===== src/verilog/acs_pkg.sv =====
// Shared constants and carrier types of the conversion sequencer
package acs_pkg;
	// Register word offsets on the plain register port
	localparam logic [3:0] A_CTRL = 4'h0;
	localparam logic [3:0] A_TRIG = 4'h1;
	localparam logic [3:0] A_STAT = 4'h2;
	localparam logic [3:0] A_RES  = 4'h3;
	localparam logic [3:0] A_PREV = 4'h4;
	localparam logic [3:0] A_ACC  = 4'h5;
	localparam logic [3:0] A_ERR  = 4'h6;
	localparam logic [3:0] A_SETP = 4'h7;
	localparam logic [3:0] A_THR  = 4'h8;
	localparam logic [3:0] A_CHAN = 4'h9;
	localparam logic [3:0] A_IRQ  = 4'hA;
	localparam logic [3:0] A_CLK  = 4'hB;

	// Control register bit positions
	localparam int B_ON    = 0;
	localparam int B_GO    = 1;
	localparam int B_CONTINUOUS_SELECT  = 2;
	localparam int B_JUST  = 3;
	localparam int B_RCSEL = 4;
	localparam int B_PREVIOUS_SOURCE_SELECT  = 5;
	localparam int B_DOUBLE_SAMPLE_SELECT  = 6;

	// Status register bit positions
	localparam int S_DONE = 0;
	localparam int S_COMPUTATION_READY_FLAG = 1;
	localparam int S_THR  = 2;
	localparam int S_BUSY = 3;
	localparam int S_PEND = 4;
	localparam int S_PWR  = 5;

	// Interrupt enable bit positions
	localparam int I_CONV = 0;
	localparam int I_PERI = 1;
	localparam int I_GLOB = 2;

	// Trigger source codes
	localparam logic [4:0] TRG_CHAN_WR = 5'h1F;
	localparam logic [4:0] TRG_RES_RD  = 5'h1D;
	localparam logic [4:0] TRG_ERR_RD  = 5'h1C;
	localparam logic [4:0] TRG_PERI_LO = 5'h08;
	localparam logic [4:0] TRG_PERI_HI = 5'h17;

	// Timing and conversion constants
	localparam logic [2:0]  INSTR_CLKS = 3'h4;
	localparam logic [3:0]  IDX_TOP    = 4'hB;
	localparam logic [11:0] SAR_MSB    = 12'h800;
	localparam logic [15:0] RST_WORD   = 16'h0000;

	typedef enum logic [1:0] {ST_IDLE, ST_DELAY, ST_CONV, ST_COMPUTATION_READY_FLAG} acs_state_e;

	typedef struct packed {
		logic start;
		logic abort;
	} acs_sar_ctl_s;

	typedef struct packed {
		logic        done;
		logic [11:0] code;
	} acs_sar_res_s;

	typedef struct packed {
		logic [6:0] cnt;
		logic       tick;
	} acs_tad_st_s;

	typedef struct packed {
		logic         busy;
		logic [3:0]   idx;
		logic [11:0]  code;
		logic         last;
		logic [11:0]  dac;
		acs_sar_res_s res;
	} acs_sar_st_s;

	typedef struct packed {
		acs_state_e   st;
		logic         on;
		logic         go;
		logic         continuous_select;
		logic         just;
		logic         rcsel;
		logic         previous_source_select;
		logic         double_sample_select;
		logic [4:0]   src;
		logic [5:0]   div;
		logic         conv_ie;
		logic         peri_ie;
		logic         glob_ie;
		logic         done_f;
		logic         computation_ready_flag_f;
		logic         thr_f;
		logic [11:0]  res;
		logic [11:0]  prev;
		logic [11:0]  last;
		logic [15:0]  acc;
		logic [15:0]  err;
		logic [15:0]  setp;
		logic [15:0]  thr;
		logic [5:0]   chan;
		logic         pend;
		logic         pwr;
		logic         second;
		logic         trig_prev;
		logic [2:0]   wcnt;
		logic [15:0]  rdata;
		logic         wake_i;
		logic         wake_v;
		acs_sar_ctl_s sar;
	} acs_seq_st_s;

	localparam acs_seq_st_s SEQ_RST = '0;
	localparam acs_tad_st_s TAD_RST = '0;
	localparam acs_sar_st_s SAR_RST = '0;
endpackage : acs_pkg


===== src/verilog/acs_tad_gen.sv =====
// Bit-period tick generator: divided system clock or RC strobe
`timescale 1ns/10ps
module acs_tad_gen (
	input  wire logic       i_clk,
	input  wire logic       i_nrst,
	input  wire logic       i_run,
	input  wire logic       i_rc_sel,
	input  wire logic       i_rc_tick,
	input  wire logic [5:0] i_div,
	output logic            o_tick
);
	acs_pkg::acs_tad_st_s s_q;
	acs_pkg::acs_tad_st_s s_d;

	// Period is 2*(div+1) clocks; counter parks at zero while idle
	always_comb
	begin
		s_d = s_q;
		s_d.tick = 1'b0;
		if (!i_run)
		begin
			s_d.cnt = 7'h00;
		end
		else if (i_rc_sel)
		begin
			s_d.tick = i_rc_tick; // RC strobe is free running, no divider
		end
		else if (s_q.cnt == {i_div, 1'b1})
		begin
			s_d.cnt = 7'h00;
			s_d.tick = 1'b1;
		end
		else
		begin
			s_d.cnt = s_q.cnt + 7'h01;
		end
	end

	// State register
	always_ff @(posedge i_clk or negedge i_nrst)
	begin
		if (!i_nrst)
			s_q <= acs_pkg::TAD_RST;
		else
			s_q <= s_d;
	end

	assign o_tick = s_q.tick;
endmodule : acs_tad_gen


===== src/verilog/acs_sar.sv =====
// Successive-approximation bit engine with abort fill
`timescale 1ns/10ps
module acs_sar (
	input  wire logic                  i_clk,
	input  wire logic                  i_nrst,
	input  wire acs_pkg::acs_sar_ctl_s i_ctl,
	input  wire logic                  i_tick,
	input  wire logic                  i_cmp,
	output acs_pkg::acs_sar_res_s      o_res,
	output logic [11:0]                o_dac_code
);
	acs_pkg::acs_sar_st_s s_q;
	acs_pkg::acs_sar_st_s s_d;

	// One bit per tick, MSB first; abort fills the rest with the last bit
	always_comb
	begin
		s_d = s_q;
		s_d.res.done = 1'b0;
		if (i_ctl.start)
		begin
			s_d.busy = 1'b1;
			s_d.idx = acs_pkg::IDX_TOP;
			s_d.code = 12'h000;
			s_d.last = 1'b0;
			s_d.dac = acs_pkg::SAR_MSB;
		end
		else if (s_q.busy && i_ctl.abort)
		begin
			for (int i = 0; i < 12; i++)
			begin
				if (4'(i) <= s_q.idx)
					s_d.code[i] = s_q.last;
			end
			s_d.busy = 1'b0;
			s_d.res.done = 1'b1;
			s_d.res.code = s_d.code;
		end
		else if (s_q.busy && i_tick)
		begin
			s_d.code[s_q.idx] = i_cmp;
			s_d.last = i_cmp;
			if (s_q.idx == 4'h0)
			begin
				s_d.busy = 1'b0;
				s_d.res.done = 1'b1;
				s_d.res.code = s_d.code;
				s_d.dac = s_d.code;
			end
			else
			begin
				s_d.idx = s_q.idx - 4'h1;
				s_d.dac = s_d.code | (12'h001 << (s_q.idx - 4'h1));
			end
		end
	end

	// State register
	always_ff @(posedge i_clk or negedge i_nrst)
	begin
		if (!i_nrst)
			s_q <= acs_pkg::SAR_RST;
		else
			s_q <= s_d;
	end

	assign o_res = s_q.res;
	assign o_dac_code = s_q.dac;
endmodule : acs_sar


===== src/verilog/acs_sequencer.sv =====
// Conversion sequencer: registers, start sources, completion, sleep handling
// Behaviour
// - Sleep wake vectors only with all enables
// - Result shown left or right justified
// - Result writes stored right justified always
// - Converts only when on; three start sources
// - Old result copied to previous when selected
// - Completion clears go unless continuous, sets flags, accumulates
// - Error and threshold every one or two
// - Computation runs after conversion has finished
// - Clearing go aborts, fills, still computes
// - Reset turns off and cancels conversion
// - RC clock delays start one instruction
// - Sleep completion wakes or powers down
// - Sleep trigger with RC clock converts
// - Sleep trigger otherwise waits for wake
// - Selected source rising edge sets go
// - Software event trigger codes, reserved codes
// - Peripheral trigger codes map to inputs
// - Done flag always set, software clears
`timescale 1ns/10ps
module acs_sequencer (
	input  wire logic        i_clk,
	input  wire logic        i_nrst,
	input  wire logic [3:0]  i_addr,
	input  wire logic [15:0] i_wdata,
	input  wire logic        i_wr,
	input  wire logic        i_rd,
	output logic [15:0]      o_rdata,
	input  wire logic [15:0] i_periph_trig,
	input  wire logic        i_sleep,
	input  wire logic        i_rc_tick,
	input  wire logic        i_cmp,
	output logic [11:0]      o_dac_code,
	output logic             o_conv_power,
	output logic             o_done_flag,
	output logic             o_thr_flag,
	output logic             o_wake_inline,
	output logic             o_wake_vector
);
	acs_pkg::acs_seq_st_s  s_q;
	acs_pkg::acs_seq_st_s  s_d;
	acs_pkg::acs_sar_res_s sar_res;
	logic                  tad_tick;
	logic                  ev_chan_wr;
	logic                  ev_res_rd;
	logic                  ev_err_rd;
	logic                  trig_lvl;
	logic [15:0]           rd_mux;

	// Maps a trigger code to its source level; reserved codes read low
	function automatic logic acs_trig_pick(
		input logic [4:0]  code,
		input logic [15:0] peri,
		input logic        chw,
		input logic        rrd,
		input logic        erd
	);
		logic pick;
		pick = 1'b0;
		case (code)
			acs_pkg::TRG_CHAN_WR: pick = chw;
			acs_pkg::TRG_RES_RD:  pick = rrd;
			acs_pkg::TRG_ERR_RD:  pick = erd;
			default:
			begin
				if (code >= acs_pkg::TRG_PERI_LO && code <= acs_pkg::TRG_PERI_HI)
					pick = peri[4'(code - acs_pkg::TRG_PERI_LO)];
			end
		endcase
		return pick;
	endfunction : acs_trig_pick

	// Software access events that can serve as triggers
	assign ev_chan_wr = i_wr && (i_addr == acs_pkg::A_CHAN);
	assign ev_res_rd = i_rd && (i_addr == acs_pkg::A_RES);
	assign ev_err_rd = i_rd && (i_addr == acs_pkg::A_ERR);
	assign trig_lvl = acs_trig_pick(s_q.src, i_periph_trig, ev_chan_wr, ev_res_rd, ev_err_rd);

	// Read multiplexer over the current state
	always_comb
	begin
		rd_mux = acs_pkg::RST_WORD;
		case (i_addr)
			acs_pkg::A_CTRL:
			begin
				rd_mux[acs_pkg::B_ON] = s_q.on;
				rd_mux[acs_pkg::B_GO] = s_q.go;
				rd_mux[acs_pkg::B_CONTINUOUS_SELECT] = s_q.continuous_select;
				rd_mux[acs_pkg::B_JUST] = s_q.just;
				rd_mux[acs_pkg::B_RCSEL] = s_q.rcsel;
				rd_mux[acs_pkg::B_PREVIOUS_SOURCE_SELECT] = s_q.previous_source_select;
				rd_mux[acs_pkg::B_DOUBLE_SAMPLE_SELECT] = s_q.double_sample_select;
			end
			acs_pkg::A_TRIG: rd_mux[4:0] = s_q.src;
			acs_pkg::A_STAT:
			begin
				rd_mux[acs_pkg::S_DONE] = s_q.done_f;
				rd_mux[acs_pkg::S_COMPUTATION_READY_FLAG] = s_q.computation_ready_flag_f;
				rd_mux[acs_pkg::S_THR] = s_q.thr_f;
				rd_mux[acs_pkg::S_BUSY] = (s_q.st != acs_pkg::ST_IDLE);
				rd_mux[acs_pkg::S_PEND] = s_q.pend;
				rd_mux[acs_pkg::S_PWR] = s_q.pwr;
			end
			// Left justified view shifts the stored right justified value
			acs_pkg::A_RES:  rd_mux = s_q.just ? {4'h0, s_q.res} : {s_q.res, 4'h0};
			acs_pkg::A_PREV: rd_mux = {4'h0, s_q.prev};
			acs_pkg::A_ACC:  rd_mux = s_q.acc;
			acs_pkg::A_ERR:  rd_mux = s_q.err;
			acs_pkg::A_SETP: rd_mux = s_q.setp;
			acs_pkg::A_THR:  rd_mux = s_q.thr;
			acs_pkg::A_CHAN: rd_mux[5:0] = s_q.chan;
			acs_pkg::A_IRQ:
			begin
				rd_mux[acs_pkg::I_CONV] = s_q.conv_ie;
				rd_mux[acs_pkg::I_PERI] = s_q.peri_ie;
				rd_mux[acs_pkg::I_GLOB] = s_q.glob_ie;
			end
			acs_pkg::A_CLK:  rd_mux[5:0] = s_q.div;
			default:         rd_mux = acs_pkg::RST_WORD;
		endcase
	end

	// Next-state logic: bus writes first, hardware sets afterwards so they win
	always_comb
	begin
		s_d = s_q;
		s_d.sar = '0;
		s_d.wake_i = 1'b0;
		s_d.wake_v = 1'b0;
		s_d.rdata = i_rd ? rd_mux : acs_pkg::RST_WORD;

		// Register writes
		if (i_wr)
		begin
			case (i_addr)
				acs_pkg::A_CTRL:
				begin
					s_d.on = i_wdata[acs_pkg::B_ON];
					s_d.go = i_wdata[acs_pkg::B_GO];
					s_d.continuous_select = i_wdata[acs_pkg::B_CONTINUOUS_SELECT];
					s_d.just = i_wdata[acs_pkg::B_JUST];
					s_d.rcsel = i_wdata[acs_pkg::B_RCSEL];
					s_d.previous_source_select = i_wdata[acs_pkg::B_PREVIOUS_SOURCE_SELECT];
					s_d.double_sample_select = i_wdata[acs_pkg::B_DOUBLE_SAMPLE_SELECT];
				end
				acs_pkg::A_TRIG: s_d.src = i_wdata[4:0];
				acs_pkg::A_STAT:
				begin
					// Write one to clear; only software clears these
					if (i_wdata[acs_pkg::S_DONE])
						s_d.done_f = 1'b0;
					if (i_wdata[acs_pkg::S_COMPUTATION_READY_FLAG])
						s_d.computation_ready_flag_f = 1'b0;
					if (i_wdata[acs_pkg::S_THR])
						s_d.thr_f = 1'b0;
				end
				acs_pkg::A_RES:  s_d.res = i_wdata[11:0];
				acs_pkg::A_ACC:  s_d.acc = i_wdata;
				acs_pkg::A_SETP: s_d.setp = i_wdata;
				acs_pkg::A_THR:  s_d.thr = i_wdata;
				acs_pkg::A_CHAN: s_d.chan = i_wdata[5:0];
				acs_pkg::A_IRQ:
				begin
					s_d.conv_ie = i_wdata[acs_pkg::I_CONV];
					s_d.peri_ie = i_wdata[acs_pkg::I_PERI];
					s_d.glob_ie = i_wdata[acs_pkg::I_GLOB];
				end
				acs_pkg::A_CLK:  s_d.div = i_wdata[5:0];
				default:         s_d.div = s_q.div;
			endcase
		end

		// Trigger edge; during sleep without the RC clock it is parked once
		s_d.trig_prev = trig_lvl;
		if (trig_lvl && !s_q.trig_prev && s_q.on)
		begin
			if (i_sleep && !s_q.rcsel)
				s_d.pend = 1'b1;
			else
				s_d.go = 1'b1;
		end
		if (!i_sleep && s_q.pend)
		begin
			s_d.pend = 1'b0;
			s_d.go = 1'b1;
		end

		// Sequencer
		case (s_q.st)
			acs_pkg::ST_IDLE:
			begin
				// Without the RC clock nothing starts while asleep
				if (s_q.on && s_q.go && (!i_sleep || s_q.rcsel))
				begin
					s_d.pwr = 1'b1;
					if (s_q.rcsel)
					begin
						s_d.st = acs_pkg::ST_DELAY;
						s_d.wcnt = acs_pkg::INSTR_CLKS - 3'h1;
					end
					else
					begin
						s_d.sar.start = 1'b1;
						s_d.st = acs_pkg::ST_CONV;
					end
				end
			end
			acs_pkg::ST_DELAY:
			begin
				// Hold off one instruction so the sleep can take effect first
				if (!s_d.on || !s_d.go)
					s_d.st = acs_pkg::ST_IDLE;
				else if (s_q.wcnt == 3'h0)
				begin
					s_d.sar.start = 1'b1;
					s_d.st = acs_pkg::ST_CONV;
				end
				else
					s_d.wcnt = s_q.wcnt - 3'h1;
			end
			acs_pkg::ST_CONV:
			begin
				if (!s_d.on)
				begin
					// Turning off cancels with no result
					s_d.sar.abort = 1'b1;
					s_d.st = acs_pkg::ST_IDLE;
				end
				else if (sar_res.done)
				begin
					if (s_q.previous_source_select)
						s_d.prev = s_q.res;
					s_d.res = sar_res.code;
					s_d.last = sar_res.code;
					if (!s_q.continuous_select)
						s_d.go = 1'b0;
					s_d.done_f = 1'b1;
					s_d.computation_ready_flag_f = 1'b1;
					s_d.acc = s_q.acc + {4'h0, sar_res.code};
					s_d.st = acs_pkg::ST_COMPUTATION_READY_FLAG;
				end
				else if (s_q.go && !s_d.go)
					s_d.sar.abort = 1'b1;
			end
			acs_pkg::ST_COMPUTATION_READY_FLAG:
			begin
				// Error and threshold follow the stored result by one cycle
				s_d.st = acs_pkg::ST_IDLE;
				s_d.second = s_q.double_sample_select ? !s_q.second : 1'b0;
				if (!s_q.double_sample_select || s_q.second)
				begin
					s_d.err = {4'h0, s_q.last} - s_q.setp;
					if ($signed(s_d.err) > $signed(s_q.thr))
						s_d.thr_f = 1'b1;
				end
				if (i_sleep)
				begin
					if (s_q.conv_ie && s_q.peri_ie)
					begin
						if (s_q.glob_ie)
							s_d.wake_v = 1'b1;
						else
							s_d.wake_i = 1'b1;
					end
					else
						s_d.pwr = 1'b0;
				end
			end
			default: s_d.st = acs_pkg::ST_IDLE;
		endcase

		// An off module holds nothing pending and draws no power
		if (!s_d.on)
		begin
			s_d.pwr = 1'b0;
			s_d.pend = 1'b0;
		end
	end

	// Whole state in one register; reset turns the module off
	always_ff @(posedge i_clk or negedge i_nrst)
	begin
		if (!i_nrst)
			s_q <= acs_pkg::SEQ_RST;
		else
			s_q <= s_d;
	end

	// Bit-period tick source
	acs_tad_gen u_tad (
		.i_clk     (i_clk),
		.i_nrst    (i_nrst),
		.i_run     (s_q.st == acs_pkg::ST_CONV),
		.i_rc_sel  (s_q.rcsel),
		.i_rc_tick (i_rc_tick),
		.i_div     (s_q.div),
		.o_tick    (tad_tick)
	);

	// Bit decision engine
	acs_sar u_sar (
		.i_clk      (i_clk),
		.i_nrst     (i_nrst),
		.i_ctl      (s_q.sar),
		.i_tick     (tad_tick),
		.i_cmp      (i_cmp),
		.o_res      (sar_res),
		.o_dac_code (o_dac_code)
	);

	// Outputs straight from the state register
	assign o_rdata = s_q.rdata;
	assign o_conv_power = s_q.pwr;
	assign o_done_flag = s_q.done_f;
	assign o_thr_flag = s_q.thr_f;
	assign o_wake_inline = s_q.wake_i;
	assign o_wake_vector = s_q.wake_v;
endmodule : acs_sequencer


===== config.mk =====
export PLATFORM = sky130hd
export DESIGN_NAME = acs_sequencer
export DESIGN_NICKNAME = d
export VERILOG_FILES = /design/src/verilog/acs_pkg.sv /design/src/verilog/acs_tad_gen.sv /design/src/verilog/acs_sar.sv /design/src/verilog/acs_sequencer.sv
export SDC_FILE = /design/constraint.sdc
export NUM_CORES = 1
export LEC_CHECK = 0
export BUFFER_PORTS_ARGS = -buffer_cell sky130_fd_sc_hd__buf_2
export CORE_ASPECT_RATIO = 0.8
export CORE_MARGIN = 2
export CORE_UTILIZATION = 40
export CTS_BUF_LIST = sky130_fd_sc_hd__clkbuf_4 sky130_fd_sc_hd__clkbuf_8 sky130_fd_sc_hd__clkbuf_16
export CTS_CLUSTER_DIAMETER = 120
export DETAILED_ROUTE_END_ITERATION = 10
export PLACE_DENSITY = 0.65
export RECOVER_POWER = 50
export REMOVE_ABC_BUFFERS = 1
export SLEW_MARGIN = 20
export SYNTH_ARGS = -nofsm -noshare
export SYNTH_HDL_FRONTEND = slang
export SYNTH_HIERARCHICAL = 1
export SYNTH_SLANG_ARGS = --single-unit

===== constraint.sdc =====
create_clock -name i_clk -period 8.58 [get_ports i_clk]
set_clock_uncertainty 0.15 [all_clocks]
set_input_delay 0.858 -clock i_clk [delete_from_list [all_inputs] [get_ports i_clk]]
set_output_delay 0.858 -clock i_clk [all_outputs]
set_load 0.01 [all_outputs]

Word level (Yosys, flattened, before mapping):

Cells that the tools add are included.

* register bits after elaboration: 210
* output and inout port bits: 33
* bits of input ports: 43
* logic and storage cells: 265

* bitwise operators: 2
* shift operators: 1
* muxes and demuxes: 108
* $add $sub $neg: 6
* reduce and logical (&&, ||, !) cells: 54
* magnitude comparators: 18
* equal/unequal tests: 33

Operators by type and width (number)
* two-way mux 52 bit: 3
* two-way mux 16 bit: 4
* one-hot mux 9 bit (6 select lines): 1
* two-way mux 13 bit: 4
* two-way mux 1 bit: 50
* two-way mux 12 bit: 4
* two-way mux 43 bit: 1
* two-way mux 36 bit: 1
* one-hot mux 3 bit (12 select lines): 1
* two-way mux 30 bit: 1
* two-way mux 7 bit: 4
* two-way mux 2 bit: 13
* one-hot mux 2 bit (11 select lines): 1
* AND reduction 2 bit: 11
* two-way mux 3 bit: 6
* adder 16 x 12 -> 16 bit: 1
* equality test 4 x 3 -> 1 bit (second input constant): 4
* equality test 4 bit (second input constant): 4
* greater-than comparator 16 bit: 1
* <= comparator 3 x 4 -> 1 bit (first input constant): 4
* <= comparator 4 bit (first input constant): 4
* subtractor 12 x 16 -> 16 bit: 1
* equality test 5 bit (second input constant): 3
* logical AND 1 bit: 15
* 44 further kinds: 80

Depth between registers and ports, before layout:

* depth in word-level cells: 15
* depth in mapped cells: 18
* depth with buffers taken out: 18

Cells and area by module:

Netlist, hierarchy kept.

By module, submodules not included
* acs_sequencer: cells an instance 909, seq. area each 3978.8 um^2, instances 1, area an instance 9306.4 um^2
* acs_sar: cells an instance 315, seq. area each 1076.0 um^2, instances 1, area an instance 2829.0 um^2
* acs_tad_gen: cells an instance 48, seq. area each 200.2 um^2, instances 1, area an instance 470.5 um^2

Least setup slack after synthesis:

No wires, ideal clock.

* kind: register to register
* from: register s_q[97] (netlist name)
* to: register s_q (netlist bit o_thr_flag)
* arrival: 3.289 ns
* cell stages (with the launch flop): 19
* data required time: 8.300 ns
* clock period less this slack: 3.569 ns
* library setup time: 0.130 ns
* buffers on the path: 0
* path slack: 5.011 ns
* cells stage by stage: dfrtp_1 > inv_1 > ha_1 > inv_1 > fa_1 > a21o_1 > a21oi_1 > o21ai_0 > a2111oi_0 > nor4_1 > xnor2_1 > ha_1 > and3_1 > nand4_1 > nor2_1 > nor2_1 > a21oi_1 > mux2i_1 > o21ai_0

RTL lines
* end signal: assignment: line acs_sequencer.sv:285 `s_q <= acs_pkg::SEQ_RST;`
* end: declaration: line acs_sequencer.sv:41 `acs_pkg::acs_seq_st_s s_q;`

==> out/metrics.yaml <==
finish:
  drive_above_1_share: 0.182
  fill_cells: 3005
  n_antenna_cell: 0
  final_net_count: 1370
  utilization: 0.444
  design_area_um2: 13900
  syn2layout_area_growth_pct: 9.89
yosys:
  synth_area_per_cell_um2: 9.91
  ys_types: 89
  async_reset_ff_frac: 1.00
  yosys_register_bits: 210
  synth_warnings: 6
  ys_seq_area_frac: 0.417
  synthTopCellsByArea: "dfrtp_1 (42%), mux2_2 (6.8%), ha_1 (5.0%), mux2i_1 (4.0%), nand2_1 (3.4%)"
  synth_top_area_share: 0.417
  synth_edf_count: 0
  syn-cell-area_um2: 12600
  synth_common_cells: "dfrtp_1 (210), nand2_1 (113), mux2_2 (76), nor2_1 (76), inv_1 (59)"
  synth.most_common_cell: "dfrtp_1"
  synthCells: 1272
  ys.flop_type: "dfrtp_1"
  synth_top_area_cell: "dfrtp_1"
clock_tree:
  cts_resized: 0
  clockBufferDepth: 3
  cts-buffers-inserted: 24
  clk_latency_ns: 0.52
  ctsHoldBuffers: 0
  cts_setup_buffers: 0
  path_clk_slew_ns: 0.06
  clkSinkCount: 210
  htree_levels: 1
  cts_tree: "done"
  cts_root_buffer: "clkbuf_16"
die:
  rows: 58
  core_area_um2: 31200
  die-area_um2: 33000
  ioPinCount: 76
  start_util: 0.404
  die_h_um: 163
  fp.dieW_um: 202
sta:
  min_period_ns: 4.74
  relSlewSlack: -2.09
  setup-tns-final_ns: 0
  setup_viol_count_final: 0
  layout_setup_ws_ns: 3.84
  finalCritPeriodShare: 0.553
  fmaxAchievable_ghz: 0.211
  tightest_slew_ns: 4.63
  hold_viol: 0
  rsz0062_at_grt: "no"
  maxSlewViolCount: 84
route:
  drt_wl_total_mm: 34.0
  routedWlPerCell_um: 19.9
  drt_iter0_drc: 931
  drcViolationCount: 0
  drt-vias-per-instance: 5.75
  vias: 9841
  antenna_left: 0
  drtPass1Iterations: 6
grt:
  grt_max_degree: 84
  first_global_vias: 9720
  grt_use_total: 0.207
  grt_pass1_wl_mm: 54.5
  antenna_found_initial: 0
  globalRouteOverflowTotal: 0
worst_setup_path:
  required_ns: 7.96
  cp-startpoint: "i_nrst"
  worstPathCellList: "clkbuf_1"
  r2r-start: "s_q[97]"
  crit_buf_inv: 1
  critical_path_class: "in -> async"
  worst-path-max-fanout: 83
  worstReg2RegEnd: "o_thr_flag"
  critical_path.top_delay_family: "buffers and inverters"
  reg2regPathDepth: 18
  r2r_slack_ns: 4.52
  worstPathArrival_ns: 4.12
  crit_slowest_cell: "clkbuf_1"
  critPathCaptureType: "async pin"
  startpoint_type: "input port"
  critical-path-max-stage-delay_ns: 3.18
place:
  place_area_um2: 13000
  placement.io_buffers: 75
  dpl.hpwl_mm: 23.9
  place_ws_ns: 4.55
  finalWeightedCongestion: 0.946
power:
  ir_worst_vdd_uv: 152
  cellPowerDensity_nw_per_um2: 267
  p_leak_uw: 0.00633
  p_total_uw: 3700
worst_hold_path:
  hp-class: "reg -> reg"
  hp-start: "s_q[134]"
  hold_end: "s_q[134]"
  hold_depth: 1
outcome:
  outcome: "finished with violations"
  violations: "max-capacitance violations, max-slew violations"
job:
  cap_violations: 1
[per-stage QoR]
stage	cells	hold slack, ns
floorplan	1161	0.285
global placement	1669	0.317
detailed placement	1669	0.328
CTS	1711	0.216
global route	1711	0.354
finish	1711	0.339
[layout make-up]
cell class	count	area, µm²	area share
Inverter	60	225	0.0163
Multi-Input combinational cell	891	6470	0.467
Sequential cell	210	5260	0.379
Tap cell	420	526	0.0379
Clock inverter	11	214	0.0154
Clock buffer	31	683	0.0493
Timing Repair Buffer	88	474	0.0342
[cells in the final DEF, fill, tap and decap left out, drive strengths merged, types with 5 or more instances in the layout]
| master | instances |
|---|---|
| o211ai | 10 |
| and2 | 7 |
| nor2b | 15 |
| inv | 60 |
| buf | 86 |
| nor2 | 78 |
| a21boi | 14 |
| clkbuf | 33 |
| a21oi | 38 |
| nand4 | 6 |
| nand3b | 19 |
| ha | 50 |
| a22oi | 12 |
| xnor2 | 18 |
| nor4 | 5 |
| nor3b | 11 |
| nand3 | 20 |
| bufinv | 6 |
| dfrtp | 210 |
| and3 | 13 |
| a211o | 8 |
| mux2 | 87 |
| o21a | 14 |
| o31ai | 8 |
| a211oi | 13 |
| xor2 | 16 |
| mux2i | 50 |
| o21ai | 82 |
| nor3 | 24 |
| a22o | 9 |
| a311oi | 7 |
| a222oi | 6 |
| or2 | 6 |
| a221oi | 15 |
| nand2 | 115 |
| a31oi | 16 |
| or4 | 5 |
| nand2b | 16 |
| a21o | 20 |
[kinds of logic (layout without fill, tap and decap cells)]
logic type      count (synthesis)  after routing  share of synthesized area
buf+inv                       171            190                     0.0681
flops                         210            210                      0.417
xor+xnor                       34             34                     0.0236
compound gates                307            307                      0.169
simple gates                  358            358                      0.146
mux                           140            140                      0.123
fa+ha+maj                      52             52                     0.0528
[report_power, final]
part | switching [µW] | internal [µW] | total, µW
clock | 423 | 741 | 1160
sequential | 242 | 1200 | 1440
combinational | 603 | 500 | 1100
[metal layers]
| metal | global-route usage | share of wire | wire length, µm |
|---|---|---|---|
| met5 | 0 | 0 | 0 |
| met1 | 0.307 | 0.48 | 16200 |
| met4 | 0.0511 | 0.024 | 828 |
| met3 | 0.0330 | 0.067 | 2290 |
| met2 | 0.314 | 0.43 | 14700 |
[flip-flops by register name (all words and copies together) (netlist names)]
signal	count
o_wake_vector	1
o_conv_power	1
o_wake_inline	1
o_thr_flag	1
u_tad/s_q	7
o_rdata	16
u_tad/o_tick	1
u_sar/s_q	18
s_q	138
o_done_flag	1
u_sar/o_dac_code	12
u_sar/o_res	13
[worst max-delay path by stage]
stage | to | slack (ns) | cells after the start
detailed placement | o_thr_flag | 4.55 | 18
floorplan | s_q[111] | 4.74 | 6
CTS | o_thr_flag | 4.55 | 18
global route | s_q[48] | 2.77 | 1
global placement | o_thr_flag | 4.68 | 18
finish | s_q[96] | 3.84 | 1
No activity file was read; power rests on OpenSTA's default activity.
